**src/ccev_params.svh**
```systemverilog
// Purpose: Constants for the CAN channel event logic
// Assumes: Wishbone classic, 32-bit data, word-aligned registers
// Notes: Offsets are word addresses
//
// Overview of operation
// Count 32 dominant bits in operation mode, set bus lock flag
// Set arbitration lost flag on every lost arbitration
// Set error count overflow flag when error counter overflows
// Set success count overflow flag when success counter overflows
// Set delay compensation violation flag on violation
// Pulse wake-up on every falling edge of receive pin, no flag
// Raise RAM ECC interrupt on single correction or double detection
// Receive FIFO threshold code v fires at (v+1)/8, 111 at full
// Software avoids fractional thresholds when receive depth code is 001
// Common FIFO threshold decodes the same way as receive FIFO
// Software avoids fractional thresholds when common depth code is 001
// Ack delimiter form error sets its flag and bus error request
// Bit zero and bit one errors set own flags, request bus error
// CRC, ack, form and stuff errors each set a flag
// Recovery flag only after 128 sequences of 11 recessive bits
// Behaviour code 01 halts at bus-off entry, no recovery flag
// Code 11 with halt request during bus-off halts, no flag
// Receive buffer overwrites old message, no interrupt
// Full receive FIFO discards message, sets lost flag, global error
// Full common FIFO in receive mode discards, sets lost flag
// Flags stay set until software writes zero
// Normal bus-off return sets recovery flag and its interrupt
// Flags set regardless of enable; request is OR of flag AND enable
`ifndef CCEV_PARAMS_SVH
`define CCEV_PARAMS_SVH
`define CCEV_ADR_CTRL 4'h0
`define CCEV_ADR_ERFL 4'h1
`define CCEV_ADR_FIFO 4'h2
`define CCEV_ADR_STAT 4'h3
`define CCEV_LOCK_BITS 6'h20
`define CCEV_RECESS_RUN 4'hb
`define CCEV_RECOV_SEQS 8'h80
`define CCEV_BOM_HALT_ENTRY 2'h1
`define CCEV_BOM_HALT_REQ 2'h3
`define CCEV_MODE_OPER 2'h0
`define CCEV_MODE_RESET 2'h1
`define CCEV_MODE_HALT 2'h2
`define CCEV_DEPTH_FOUR 3'h1
`define CCEV_THR_FULL 3'h7
`define CCEV_CH_FLAGS 5
`define CCEV_BUS_FLAGS 8
`endif

```
**src/ccev_pkg.sv**
```systemverilog
// Purpose: Types for the CAN channel event logic
// Assumes: Used with ccev_params.svh
// Notes: None
package ccev_pkg;
   typedef struct packed {
      logic arb_lost;
      logic err_count_ovf;
      logic ok_count_ovf;
      logic delay_comp_viol;
      logic ack_delim_err;
      logic bit_zero_err;
      logic bit_one_err;
      logic crc_err;
      logic ack_err;
      logic form_err;
      logic stuff_err;
      logic busoff_entry;
      logic busoff_exit;
      logic ecc_single;
      logic ecc_double;
      logic rx_fifo_push;
      logic common_fifo_push;
   } ccev_evt_t;
   typedef struct packed {
      logic [4:0] rx_fill;
      logic [4:0] rx_cap;
      logic [4:0] common_fill;
      logic [4:0] common_cap;
      logic common_rx_mode;
   } ccev_fifo_t;
   typedef enum logic [1:0] {
      CCEV_ACTIVE, CCEV_BUSOFF, CCEV_HALTED
   } ccev_bo_t;
endpackage : ccev_pkg

```
**src/ccev_event_logic.sv**
```systemverilog
// Purpose: Channel error, bus error, bus-off and FIFO lost flags; wake-up and ECC pulses
// Assumes: Events are single-cycle pulses from the protocol core
// Notes: Registers on classic Wishbone slave, one-cycle ack
//
// The placing of the registers and the Wishbone register port are this design's own decisions.
`include "ccev_params.svh"
`timescale 1ns/1ns
`default_nettype none
module ccev_event_logic (
   input wire logic sys_clk_in,
   input wire logic rst_b_in,
   input wire logic wb_cyc_in,
   input wire logic wb_stb_in,
   input wire logic wb_we_in,
   input wire logic [3:0] wb_adr_in,
   input wire logic [3:0] wb_sel_in,
   input wire logic [31:0] wb_dat_in,
   output logic [31:0] wb_dat_out,
   output logic wb_ack_out,
   input wire logic can_receive_pin_in,
   input wire logic bit_tick_in,
   input wire logic [1:0] channel_mode_in,
   input wire ccev_pkg::ccev_evt_t evt_in,
   input wire ccev_pkg::ccev_fifo_t fifo_in,
   output logic channel_err_irq_out,
   output logic bus_err_irq_out,
   output logic global_err_irq_out,
   output logic busoff_recov_irq_out,
   output logic wakeup_out,
   output logic ecc_irq_out,
   output logic rx_fifo_irq_out,
   output logic common_fifo_irq_out,
   output logic rx_fifo_discard_out,
   output logic common_fifo_discard_out,
   output logic halt_req_out
);
   // ************************************
   // Pin synchroniser and counters
   // ************************************
   logic rx_meta_reg, rx_sync_reg, rx_prev_reg;
   logic [5:0] dom_cnt_reg, dom_cnt_next;
   logic [3:0] rec_cnt_reg, rec_cnt_next;
   logic [7:0] seq_cnt_reg, seq_cnt_next;
   ccev_pkg::ccev_bo_t bo_reg, bo_next;
   logic [15:0] ctrl_reg;
   logic [`CCEV_CH_FLAGS-1:0] ch_flag_reg, ch_flag_next, ch_set;
   logic [`CCEV_BUS_FLAGS-1:0] bus_flag_reg, bus_flag_next, bus_set;
   logic busoff_flag_reg, busoff_flag_next;
   logic [1:0] lost_reg, lost_next;
   logic [1:0] dom_rec;
   logic [2:0] rx_thr, cm_thr;
   logic [1:0] dis;
   always_ff @(posedge sys_clk_in or negedge rst_b_in) begin
      if (!rst_b_in) begin
         rx_meta_reg <= 1'h1;
         rx_sync_reg <= 1'h1;
         rx_prev_reg <= 1'h1;
      end else begin
         rx_meta_reg <= can_receive_pin_in;
         rx_sync_reg <= rx_meta_reg;
         rx_prev_reg <= rx_sync_reg;
      end
   end
   wire rx_fall = rx_prev_reg & ~rx_sync_reg;
   wire bit_dom = bit_tick_in & ~rx_sync_reg;
   wire bit_rec = bit_tick_in & rx_sync_reg;
   wire in_oper = (channel_mode_in == `CCEV_MODE_OPER);
   assign dom_rec = {bit_dom, bit_rec};
   // Saturate so a stuck bus sets the lock flag once per run
   wire lock_hit = in_oper && bit_dom &&
      (dom_cnt_reg == `CCEV_LOCK_BITS - 6'h1);
   assign dom_cnt_next = (!in_oper || bit_rec) ? 6'h0 :
      (bit_dom && dom_cnt_reg != `CCEV_LOCK_BITS) ?
      dom_cnt_reg + 6'h1 : dom_cnt_reg;
   // ************************************
   // Bus-off recovery tracking
   // ************************************
   wire [1:0] busoff_behaviour_select = ctrl_reg[13:12];
   wire force_ret = ctrl_reg[14];
   wire in_busoff = (bo_reg == ccev_pkg::CCEV_BUSOFF);
   wire run_done = bit_rec && (rec_cnt_reg == `CCEV_RECESS_RUN - 4'h1);
   wire recov_done = in_busoff && run_done &&
      (seq_cnt_reg == `CCEV_RECOV_SEQS - 8'h1);
   wire early_exit = in_busoff && (force_ret ||
      channel_mode_in == `CCEV_MODE_RESET ||
      (busoff_behaviour_select == `CCEV_BOM_HALT_REQ &&
       channel_mode_in == `CCEV_MODE_HALT));
   assign rec_cnt_next = (!in_busoff || bit_dom || run_done) ? 4'h0 :
      bit_rec ? rec_cnt_reg + 4'h1 : rec_cnt_reg;
   assign seq_cnt_next = !in_busoff ? 8'h0 :
      run_done ? seq_cnt_reg + 8'h1 : seq_cnt_reg;
   always_comb begin
      bo_next = bo_reg;
      unique case (bo_reg)
         ccev_pkg::CCEV_ACTIVE: begin
            if (evt_in.busoff_entry) begin
               bo_next = (busoff_behaviour_select == `CCEV_BOM_HALT_ENTRY) ?
                  ccev_pkg::CCEV_HALTED : ccev_pkg::CCEV_BUSOFF;
            end
         end
         ccev_pkg::CCEV_BUSOFF: begin
            if (early_exit) begin
               bo_next = (channel_mode_in == `CCEV_MODE_HALT) ?
                  ccev_pkg::CCEV_HALTED : ccev_pkg::CCEV_ACTIVE;
            end else if (recov_done || evt_in.busoff_exit) begin
               bo_next = ccev_pkg::CCEV_ACTIVE;
            end
         end
         ccev_pkg::CCEV_HALTED: begin
            if (channel_mode_in != `CCEV_MODE_HALT) begin
               bo_next = ccev_pkg::CCEV_ACTIVE;
            end
         end
      endcase
   end
   // ************************************
   // Flags, set wins over software clear
   // ************************************
   assign ch_set = {lock_hit, evt_in.arb_lost, evt_in.err_count_ovf,
      evt_in.ok_count_ovf, evt_in.delay_comp_viol};
   assign bus_set = {evt_in.ack_delim_err, evt_in.bit_zero_err,
      evt_in.bit_one_err, evt_in.crc_err, evt_in.ack_err,
      evt_in.form_err, evt_in.stuff_err, 1'h0};
   wire fl_wr = wb_cyc_in && wb_stb_in && wb_we_in && !wb_ack_out &&
      wb_adr_in == `CCEV_ADR_ERFL;
   wire fifo_wr = wb_cyc_in && wb_stb_in && wb_we_in && !wb_ack_out &&
      wb_adr_in == `CCEV_ADR_FIFO;
   wire ctrl_wr = wb_cyc_in && wb_stb_in && wb_we_in && !wb_ack_out &&
      wb_adr_in == `CCEV_ADR_CTRL;
   // Writing one leaves a flag alone, zero clears it
   genvar gi;
   generate
      for (gi = 0; gi < `CCEV_CH_FLAGS; gi++) begin : g_ch
         assign ch_flag_next[gi] = ch_set[gi] | (ch_flag_reg[gi] &
            ~(fl_wr & wb_sel_in[0] & ~wb_dat_in[gi]));
      end
      for (gi = 0; gi < `CCEV_BUS_FLAGS; gi++) begin : g_bus
         assign bus_flag_next[gi] = bus_set[gi] | (bus_flag_reg[gi] &
            ~(fl_wr & wb_sel_in[1] & ~wb_dat_in[8+gi]));
      end
      for (gi = 0; gi < 2; gi++) begin : g_lost
         assign lost_next[gi] = dis[gi] | (lost_reg[gi] &
            ~(fifo_wr & wb_sel_in[0] & ~wb_dat_in[gi]));
      end
   endgenerate
   assign busoff_flag_next = recov_done | (busoff_flag_reg &
      ~(fl_wr & wb_sel_in[2] & ~wb_dat_in[16]));
   // ************************************
   // FIFO thresholds and discard
   // ************************************
   assign rx_thr = ctrl_reg[2:0];
   assign cm_thr = ctrl_reg[5:3];
   // Cap*(v+1)/8 rounded up; code 111 means full
   wire [7:0] rx_need = 8'(fifo_in.rx_cap) * (8'(rx_thr) + 8'h1);
   wire [7:0] cm_need = 8'(fifo_in.common_cap) * (8'(cm_thr) + 8'h1);
   wire rx_full = (fifo_in.rx_fill == fifo_in.rx_cap);
   wire cm_full = (fifo_in.common_fill == fifo_in.common_cap);
   wire rx_lvl = (rx_thr == `CCEV_THR_FULL) ? rx_full :
      ({fifo_in.rx_fill, 3'h0} >= rx_need);
   wire cm_lvl = (cm_thr == `CCEV_THR_FULL) ? cm_full :
      ({fifo_in.common_fill, 3'h0} >= cm_need);
   assign dis = {fifo_in.common_rx_mode & cm_full &
      evt_in.common_fifo_push, rx_full & evt_in.rx_fifo_push};
   // Receive buffers overwrite in place and have no event here
   always_ff @(posedge sys_clk_in or negedge rst_b_in) begin
      if (!rst_b_in) begin
         dom_cnt_reg <= 6'h0;
         rec_cnt_reg <= 4'h0;
         seq_cnt_reg <= 8'h0;
         bo_reg <= ccev_pkg::CCEV_ACTIVE;
         ch_flag_reg <= '0;
         bus_flag_reg <= '0;
         busoff_flag_reg <= 1'h0;
         lost_reg <= 2'h0;
         ctrl_reg <= 16'h0;
      end else begin
         dom_cnt_reg <= dom_cnt_next;
         rec_cnt_reg <= rec_cnt_next;
         seq_cnt_reg <= seq_cnt_next;
         bo_reg <= bo_next;
         ch_flag_reg <= ch_flag_next;
         bus_flag_reg <= bus_flag_next;
         busoff_flag_reg <= busoff_flag_next;
         lost_reg <= lost_next;
         if (ctrl_wr && wb_sel_in[0]) ctrl_reg[7:0] <= wb_dat_in[7:0];
         if (ctrl_wr && wb_sel_in[1]) ctrl_reg[15:8] <= wb_dat_in[15:8];
      end
   end
   // ************************************
   // Outputs and bus read
   // ************************************
   wire [31:0] rd_mux = (wb_adr_in == `CCEV_ADR_CTRL) ? {16'h0, ctrl_reg} :
      (wb_adr_in == `CCEV_ADR_ERFL) ? {15'h0, busoff_flag_reg,
         bus_flag_reg[7:1], 1'h0, 3'h0, ch_flag_reg} :
      (wb_adr_in == `CCEV_ADR_FIFO) ? {30'h0, lost_reg} :
      (wb_adr_in == `CCEV_ADR_STAT) ? {16'h0, 2'h0, dom_cnt_reg,
         8'(bo_reg)} : 32'h0;
   wire bus_any = ctrl_reg[6] & (|bus_flag_reg[7:1]);
   always_ff @(posedge sys_clk_in or negedge rst_b_in) begin
      if (!rst_b_in) begin
         wb_ack_out <= 1'h0;
         wb_dat_out <= 32'h0;
         channel_err_irq_out <= 1'h0;
         bus_err_irq_out <= 1'h0;
         global_err_irq_out <= 1'h0;
         busoff_recov_irq_out <= 1'h0;
         wakeup_out <= 1'h0;
         ecc_irq_out <= 1'h0;
         rx_fifo_irq_out <= 1'h0;
         common_fifo_irq_out <= 1'h0;
         rx_fifo_discard_out <= 1'h0;
         common_fifo_discard_out <= 1'h0;
         halt_req_out <= 1'h0;
      end else begin
         wb_ack_out <= wb_cyc_in && wb_stb_in && !wb_ack_out;
         wb_dat_out <= rd_mux;
         channel_err_irq_out <= |(ch_flag_reg & ctrl_reg[11:7]);
         bus_err_irq_out <= bus_any;
         global_err_irq_out <= |(lost_reg & {2{ctrl_reg[15]}});
         busoff_recov_irq_out <= busoff_flag_reg & ctrl_reg[6];
         wakeup_out <= rx_fall;
         ecc_irq_out <= evt_in.ecc_single | evt_in.ecc_double;
         rx_fifo_irq_out <= rx_lvl;
         common_fifo_irq_out <= cm_lvl;
         rx_fifo_discard_out <= dis[0];
         common_fifo_discard_out <= dis[1];
         halt_req_out <= (bo_next == ccev_pkg::CCEV_HALTED);
      end
   end
   // ************************************
   // Checks
   // ************************************
   AST_LOCK_SET: assert property (@(posedge sys_clk_in) disable iff
      (!rst_b_in) lock_hit |=> ch_flag_reg[4])
      else $error("bus lock flag not set");
   AST_ARB_SET: assert property (@(posedge sys_clk_in) disable iff
      (!rst_b_in) evt_in.arb_lost |=> ch_flag_reg[3])
      else $error("arbitration lost flag not set");
   AST_EOC_SET: assert property (@(posedge sys_clk_in) disable iff
      (!rst_b_in) evt_in.err_count_ovf |=> ch_flag_reg[2])
      else $error("error count overflow flag not set");
   AST_SOC_SET: assert property (@(posedge sys_clk_in) disable iff
      (!rst_b_in) evt_in.ok_count_ovf |=> ch_flag_reg[1])
      else $error("success count overflow flag not set");
   AST_TDC_SET: assert property (@(posedge sys_clk_in) disable iff
      (!rst_b_in) evt_in.delay_comp_viol |=> ch_flag_reg[0])
      else $error("delay comp flag not set");
   AST_WAKE: assert property (@(posedge sys_clk_in) disable iff
      (!rst_b_in) $fell(rx_sync_reg) |=> wakeup_out)
      else $error("wake-up pulse missing");
   AST_ECC: assert property (@(posedge sys_clk_in) disable iff
      (!rst_b_in) evt_in.ecc_double |=> ecc_irq_out)
      else $error("ecc request missing");
   AST_BUS_FLAGS: assert property (@(posedge sys_clk_in) disable iff
      (!rst_b_in) evt_in.stuff_err |=> bus_flag_reg[1])
      else $error("stuff error flag not set");
   AST_HOLD: assert property (@(posedge sys_clk_in) disable iff
      (!rst_b_in) ch_flag_reg[3] && !fl_wr |=> ch_flag_reg[3])
      else $error("flag dropped without write");
   AST_NO_EARLY: assert property (@(posedge sys_clk_in) disable iff
      (!rst_b_in) early_exit && !recov_done |=> $stable(busoff_flag_reg)
      || !busoff_flag_reg)
      else $error("recovery flag set on early exit");
   AST_LOST: assert property (@(posedge sys_clk_in) disable iff
      (!rst_b_in) dis[0] |=> lost_reg[0] ##0 rx_fifo_discard_out)
      else $error("receive lost flag not set");
endmodule : ccev_event_logic
`default_nettype wire

```
**config.mk**
```make
export PLATFORM = sky130hd
export DESIGN_NAME = ccev_event_logic
export DESIGN_NICKNAME = d
export VERILOG_FILES = /design/src/ccev_pkg.sv /design/src/ccev_event_logic.sv
export VERILOG_INCLUDE_DIRS = /design/src
export SDC_FILE = /design/constraint.sdc
export NUM_CORES = 1
export LEC_CHECK = 0
export ABC_AREA = 1
export BUFFER_PORTS_ARGS = -buffer_cell sky130_fd_sc_hd__buf_2
export CAP_MARGIN = 20
export CELL_PAD_IN_SITES_DETAIL_PLACEMENT = 1
export CELL_PAD_IN_SITES_GLOBAL_PLACEMENT = 2
export CORE_ASPECT_RATIO = 2
export CORE_UTILIZATION = 34
export CTS_CLUSTER_DIAMETER = 200
export DETAILED_ROUTE_END_ITERATION = 8
export HOLD_SLACK_MARGIN = 0.1
export PLACE_DENSITY = 0.9
export SYNTH_ARGS = -nofsm -noshare
export SYNTH_HDL_FRONTEND = slang
export SYNTH_SLANG_ARGS = --single-unit
```
**constraint.sdc**
```tcl
create_clock -name sys_clk_in -period 8.76 [get_ports sys_clk_in]
set_input_delay 1.752 -clock sys_clk_in [delete_from_list [all_inputs] [get_ports sys_clk_in]]
set_output_delay 1.752 -clock sys_clk_in [all_outputs]
set_load 0.02 [all_outputs]
```
-- After elaboration in Yosys (flattened, before gate mapping)
Cells that the tools add are included.
- add/sub/neg operators: 5
- multipliers: 2
- order comparisons: 2
- eq/ne operators: 20
- multiplexer cells: 19
- bitwise logic cells: 93
- reduce and logical (&&, ||, !) cells: 34
- operators by type and width (kind ; count):
    1-bit bitwise AND ; 44
    17-bit 2-to-1 mux ; 2
    1-bit inverter ; 31
    14-bit 2-to-1 mux ; 2
    1-bit logical AND ; 17
    8-bit >= comparator ; 2
    5-bit by 4-bit multiplier with 8-bit output ; 2
    8-bit 2-to-1 mux ; 2
    1-bit OR ; 16
    2-bit 2-to-1 mux ; 6
    6-bit 2-to-1 mux ; 2
    5-bit equality test ; 2
    3-bit by 1-bit adder with 4-bit output (second input constant) ; 2
    8-bit by 1-bit adder with 8-bit output (second input constant) ; 1
    2-bit equality test (second input constant) ; 4
    4-bit by 2-bit equality test with 1-bit output (second input constant) ; 2
    8-bit by 7-bit equality test with 1-bit output (second input constant) ; 1
    4-bit 2-to-1 mux ; 2
    7-bit OR reduction ; 1
    6-bit by 1-bit adder with 6-bit output (second input constant) ; 1
    2-bit by 1-bit equality test with 1-bit output (second input constant) ; 3
    3-bit equality test (second input constant) ; 2
    6-bit by 5-bit equality test with 1-bit output (second input constant) ; 1
    1-bit logical OR ; 6
    16 further kinds ; 21
- register bits after elaboration: 84
- input port bits: 87
- output and inout port bits: 44
- logic and storage cells: 201

-- Depth between registers and ports, before layout
Gate-level depths: netlist of the first run.
- depth in word-level cells: 9
- depth in mapped cells: 22
- depth with buffers taken out: 22

-- Worst setup path after synthesis of the first run
OpenSTA, ideal clock, no wires.
- path kind: in2reg
- start point: input port fifo_in[2] (netlist bit)
- end point: register common_fifo_irq_out
- arrival time: 4.598 ns
- data required time: 8.634 ns
- path slack: 4.036 ns
- cell stages on the path: 19
- path buffers: 0
- cell sequence: inv_1 nor2_1 fa_1 inv_1 fa_1 inv_1 ha_1 a21oi_1 nand2_1 nand2_1 nand2_1 a21oi_1 xor2_1 ha_1 a21oi_1 o21a_1 o21ai_0 nand2_1 o21ai_0
- longest elaborated chain between the ends: 3
- elaborated cells on any way between the ends: 4
- those cells by class: mul (1); order compare (1); eq/ne (1); mux (1)
- ends and longest elaborated chain (item ; line ; RTL):
    start, declared ; ccev_event_logic.sv:24 ; input wire ccev_pkg::ccev_fifo_t fifo_in,
    5-bit by 4-bit multiplier with 8-bit output ; ccev_event_logic.sv:155 ; wire [7:0] cm_need = 8'(fifo_in.common_cap) * (8'(cm_thr) + 8'h1);
    8-bit >= comparator ; ccev_event_logic.sv:161 ; ({fifo_in.common_fill, 3'h0} >= cm_need);
    1-bit 2-to-1 mux * ; ccev_event_logic.sv:160 ; wire cm_lvl = (cm_thr == `CCEV_THR_FULL) ? cm_full :
    named net cm_lvl ; ccev_event_logic.sv:160 ;
    end signal, assigned ; ccev_event_logic.sv:224 ; common_fifo_irq_out <= cm_lvl;
    end, declared ; ccev_event_logic.sv:32 ; output logic common_fifo_irq_out,
The timed path passes the listed nets; every way through them passes the cells marked *.
A chain may end at the register's enable or synchronous reset.

-- Worst setup path in the final report of the first run
Same ends and word-level chain as after synthesis.

==> metrics, run 1 <==
startpoint types=input pin; DRT Pass-1 Iters=4; Root Driver=clkbuf_16; clk buf depth=2; final non-filler cell area=6090 um2; pwr/cell area=193 nW/um2; Hold/Removal Path Class=flop to flop; Netlist cell types=39; Most common cell on crit path=nand2_1; area share of the largest cell type after synthesis=39.3%; syn avg cell area=8.57 um2; Reg clk slew, reported paths=about 0.060 ns; Critical Path End Type=flop; CTS Buf Count=9; Slew Viols, Final=0; CTS Hold Bufs=0; area leader, netlist=dfrtp_1; area of the multi-input gates=~2500 um2; PostCTS Resize Cnt=0; sequential area share after synthesis=40.9%; Post-synth top flop=dfrtp_1; layout net count=roughly 840; outcome=finished clean; peak supply drop=0.0769 mV; most common cell after layout, fill and taps aside=nand2_1; vias in the first global route=4,748; die width=slightly below 90 um; RSZ-0062 raised after global routing=no; Synth area leaders=dfrtp_1, ha_1, nand2_1, inv_1, fa_1; #FFs+latches synth=83; slowest stage cell, crit path=fa_1; Layout area overhead=19.7%; worst path required time=8.99 ns; Period Utilization, post-route=55.6%; port bufs=99; most frequent cells in the layout=nand2_1, inv_1, buf_2; mapped cell area=5090 um2; IO Count=around 130; number of enable flip-flop cells after synthesis=0; CP Class=input pin to flop; post-synthesis instance total=594; Fill cells=1,801; Initial Util=roughly a third; final hold vios=0; Worst-Skew Late Latency=0.34 ns; # diodes=0; # DRC=0; mean number of vias per cell=4.71; hold_ws=0.358 ns; max_cap viols=0; Slew @ Worst Pin=0.941 ns; CP Max Fanout=4; initial antenna violation count=0; Reg area=about 2100 um2; routed wire length=about 14 mm; reg2reg start=ctrl_reg[3]$_DFFE_PN0P_; max frequency=205 MHz; CP arrival=about 5.1 ns; Post-CTS Setup Bufs=0; DP Wirelength=11.8 mm; CTS tree=done; min Tclk post-route=4.87 ns; H-tree depth=3; final setup fails=0; std cell rows=62; Async S/R FF share, synth=100%; Post-DP Area=5760 um2; hold_sp=rx_meta_reg$_DFF_PN1_; grt total ovfl=0; Pleak=0.00330 uW; layout cell share with drive strength beyond 1=19.9%; core area=14,500 um2; overall routing resource usage=19.9%; synth warn=0; die area=15,500 um2; Clock Skews=0.00860 ns; Routed Antenna Nets=0; GP Congestion=0.872; CTS sink cnt=83; largest net degree at the start of global routing=72; via count=4,236; initial drt markers=122; largest stage delay on the critical path=0.55 ns; die height=approximately 180 um; Relative slew margins=37.3%; setup TNS=0 ns; first-pass GRT wire length=around 23 mm; Crit. Startpoint=fifo_in[2]; Avg WL per Cell=15.9 um; crit-path cells=buf_2 > inv_1 > nor2_1 > fa_1 > inv_1 > fa_1 > inv_1 > ha_1 > a21oi_1 > nand2_1 > nand2_1 > nand2_1 > a21oi_1 > xor2_1 > ha_1 > a21oi_1 > o21a_1 > o21ai_0 > nand2_1 > o21ai_0; Largest register FFs=17
[layout make-up]
type	count	area share, %
clock buffers	11	4.15
multi-input cells	405	41.7
repair buffers	100	8.29
flip-flops and latches	83	34.1
well taps	192	3.94
clock inverters	5	1.38
inverters	103	6.38
[final timing paths]
| check | endpoint | slack [ns] | depth (start not counted) |
|---|---|---|---|
| min in group asynchronous | ecc_irq_out$_DFF_PN0_ | 1.24 | 1 |
| max in group asynchronous | rx_fifo_discard_out$_DFF_PN0_ | 6.35 | 2 |
| min | rx_sync_reg$_DFF_PN1_ | 0.36 | 0 |
| min reg2reg | rx_sync_reg$_DFF_PN1_ | 0.36 | 0 |
| max | common_fifo_irq_out$_DFF_PN0_ | 3.89 | 20 |
| max reg2reg | common_fifo_irq_out$_DFF_PN0_ | 4.46 | 21 |
[report_power, final]
part / internal [uW] / total, uW / leakage [uW] / switching [uW]
sequential: 411 / 432 / 0.00101 / 21.0
combinational: 122 / 323 / 0.00213 / 202
clock: 266 / 422 / 0.000158 / 155
total: 799 / 1180 / 0.00330 / 378
[cells by family after synthesis]
kind of cell	count (synthesis)	share of synthesized area [%]
fa+ha+maj	55	15.3
simple gates	218	18.4
mux	7	1.55
other cells	1	0.0737
compound gates	87	9.68
flops	83	40.9
buf+inv	120	10.2
xor+xnor	23	3.96
[per-layer routing]
metal  part of all wire (%)  vias to the layer above  global-route usage, %  wire length [um]
li1                       -                     2068                      -                 -
met1                     35                     2050                   20.1              5040
met2                     58                       94                   38.5              8320
met3                    4.0                       24                   3.54               577
met4                    2.4                        0                   7.39               337
met5                      0                        -                      0                 0
[cell usage after synthesis, types with 2 or more instances]
cell type and instances:
buf_4 15, nor3_1 4, a21oi_1 30, nand3_1 15
o21bai_1 4, mux2_2 7, nand4_1 5, nand2_1 115
nor4_1 2, fa_1 12, xor2_1 10, xnor2_1 13
nor2_4 4, o21ai_0 35, dfrtp_1 80, a31oi_1 3
nand2_2 4, ha_1 43, inv_1 101, dfstp_2 3
o2111ai_1 2, o21a_1 3, o221ai_1 4, o21ai_1 2
nor2_1 63, nor2_2 2
[metrics by stage]
step | worst slack [ns] | power (uW) | util (%) | std cells
after floorplan | 4.04 | 659 | - | 608
after global placement | 3.50 | 749 | 39.7 | 883
after detailed placement | 3.51 | 767 | 39.7 | 883
after CTS | 3.87 | 1190 | 42.0 | 899
after global routing | 3.62 | 1260 | 42.0 | 899
final | 3.89 | 1180 | 42.0 | 899
[worst max-delay path: cells and delay by family]
kind	cells	cell delay, ns
AO/OA/AOI/OAI	6	0.72
adder cells (fa/ha/maj)	4	1.71
AND/OR/NAND/NOR	5	0.35
XOR/XNOR	1	0.25
buffers and inverters	4	0.33
Note: power is estimated with default switching activity, not from simulation.
==> run 2, diff against run 1 <==
- CORE_UTILIZATION: 34 -> 28
- PLACE_DENSITY: 0.9 -> 0.79
- clock period: 8.76 -> 4.37 ns (I/O delays scaled with it)
==> run 2 against run 1 <==
- die area is 21% higher
- clock power is 70% higher
- non-clock buffer count is 3 higher
- clock skew is 0.00074 ns lower
- total power is 92% higher
- sequential power is 100% higher
- routed wire length is 2.7% higher
- final cell count is 2.7% higher
- register-to-register slack worse by 4.2 ns
- critical path type is now flop to flop
- largest cell class unchanged
- largest power group unchanged
==> metrics, run 2 (synthesized netlist as in run 1, its figures left out) <==
first-pass GRT wire length=approximately 24 mm; hold depth=0; CP Class=flop to flop; min Tclk post-route=between 4 and 5 ns; most frequent cells in the layout=nand2_1, inv_1, buf_2; worst path required time=4.63 ns; outcome=finished clean; CTS sink cnt=83; placed insts=906; Combinational Power Share=between 20% and 30%; hold_sp=rx_meta_reg$_DFF_PN1_; Worst-Skew Late Latency=0.34 ns; Fill cells=about 2,200; Reg clk slew, reported paths=0.07 ns; Routed Antenna Nets=0; overall routing resource usage=16.5%; CTS Buf Count=9; vias in the first global route=4,897; hold_ws=about 0.37 ns; # DRC=0; routed wire length=14.7 mm; startpoint types=flop; sw frac=approximately 34%; mean number of vias per cell=roughly 4.7; DRT Pass-1 Iters=4; port bufs=99; Non-Filler Instances=923; Clock Skews=0.00786 ns; final worst setup slack=0.297 ns; Root Driver=clkbuf_16; WHS Endpoint=rx_sync_reg$_DFF_PN1_; Relative slew margins=49.3%; Avg WL per Cell=15.9 um; Period Utilization, post-route=93.2%; depth of the worst register-to-register path=18; internal power=1490 uW; max_cap viols=0; worst reg-to-reg setup slack=0.30 ns; largest net degree at the start of global routing=60; Slew Viols, Final=0; CP Max Fanout=6; grt total ovfl=0; CP arrival=4.33 ns; setup TNS=0 ns; die height=193 um; die area=18,800 um2; Pleak=around 0.0033 uW; final hold vios=0; std cell rows=69; # diodes=0; dpl ws=0.0481 ns; Critical Path End Type=flop; most common cell after layout, fill and taps aside=nand2_1; reg2reg start=ctrl_reg[0]$_DFFE_PN0P_; initial drt markers=127; pwr/cell area=about 370 nW/um2; Psw=slightly below 800 uW; peak supply drop=0.157 mV; initial antenna violation count=0; DP Wirelength=12.1 mm; GP Congestion=0.852; layout cell share with drive strength beyond 1=between 20% and 30%; Largest register FFs=17; die width=97.4 um; final setup fails=0; area of the multi-input gates=2580 um2; Reg area=2080 um2; Initial Util=around 29%; layout net count=847; Layout area overhead=20.4%; clk buf depth=2; via count=4,295; Reg power frac=38.4%; RSZ-0062 raised after global routing=no; core area=between 15,000 and 20,000 um2; H-tree depth=3; Hold/Removal Path Class=flop to flop; CTS tree=done; Slew @ Worst Pin=0.761 ns; IO Count=between 100 and 150; max frequency=246 MHz; Clk pwr share=31.7%; Worst R2R End=rx_fifo_irq_out$_DFF_PN0_; Final Power=2260 uW
## run 2: changes by cell type in the layout (fill, tap and decap cells not counted), sizes merged
cell      before  now
inv          104  103
bufinv         2    0
buf          100  103
clkinvlp       2    1
clkinv         0    4
## run 2: how the worst max path moves through the flow
stage | startpoint | endpoint | cells past startpoint
2_1_floorplan | ctrl_reg[3]$_DFFE_PN0P_ | common_fifo_irq_out$_DFF_PN0_ | 21
6_report | ctrl_reg[0]$_DFFE_PN0P_ | rx_fifo_irq_out$_DFF_PN0_ | 18
4_1_cts | ctrl_reg[3]$_DFFE_PN0P_ | common_fifo_irq_out$_DFF_PN0_ | 21
3_3_place_gp | fifo_in[12] | rx_fifo_irq_out$_DFF_PN0_ | 20
5_1_grt | ctrl_reg[0]$_DFFE_PN0P_ | rx_fifo_irq_out$_DFF_PN0_ | 18
3_5_place_dp | fifo_in[12] | rx_fifo_irq_out$_DFF_PN0_ | 20
## run 2: timing repair
item | in CTS | in global routing
resized for setup | 0 | 9
setup endpoints to repair | 0 | 2
hold buffers | 0 | 0
setup buffers | 0 | 1
## run 2: critical path: stages (launching register included)
cell and delay (ns):
dfrtp_2 0.44, ha_1 0.21, ha_1 0.29, buf_4 0.14, nand2_1 0.08, fa_1 0.51
inv_1 0.06, fa_1 0.56, inv_1 0.07, fa_1 0.45, o21ai_0 0.26, xnor2_1 0.10
ha_1 0.28, nand2_1 0.07, inv_1 0.06, nand3_1 0.06, o21ai_1 0.21, nand2_1 0.07
o21ai_0 0.07
## run 2: power groups by stage
stage | registers (uW) | clock network, uW | logic (uW)
detailed placement | 881 | 0 | 665
floorplan | 892 | 0 | 428
global placement | 878 | 0 | 636
finish | 868 | 718 | 677
global route | 874 | 766 | 782
CTS | 868 | 743 | 670
## run 2: stage by stage
step                      utilization, %  cell area [um2]
after global routing                34.5             6130
after floorplan                        -             5140
after global placement              32.6             5800
after detailed placement            32.6             5800
after CTS                           34.2             6080
final                               34.5             6130
## run 2: final cells by class
| class | instances | area share (%) |
|---|---|---|
| repair buffers | 103 | 8.61 |
| clock inverters | 5 | 0.633 |
| multi-input cells | 405 | 42.1 |
| flip-flops and latches | 83 | 34.0 |
| well taps | 213 | 4.35 |
| inverters | 103 | 6.35 |
| clock buffers | 11 | 3.96 |
## run 2: per-layer routing
metal	GRT usage [%]	wire [um]
met5	0	0
met1	16.7	5330
met3	2.32	535
met4	7.52	464
met2	32.6	8320
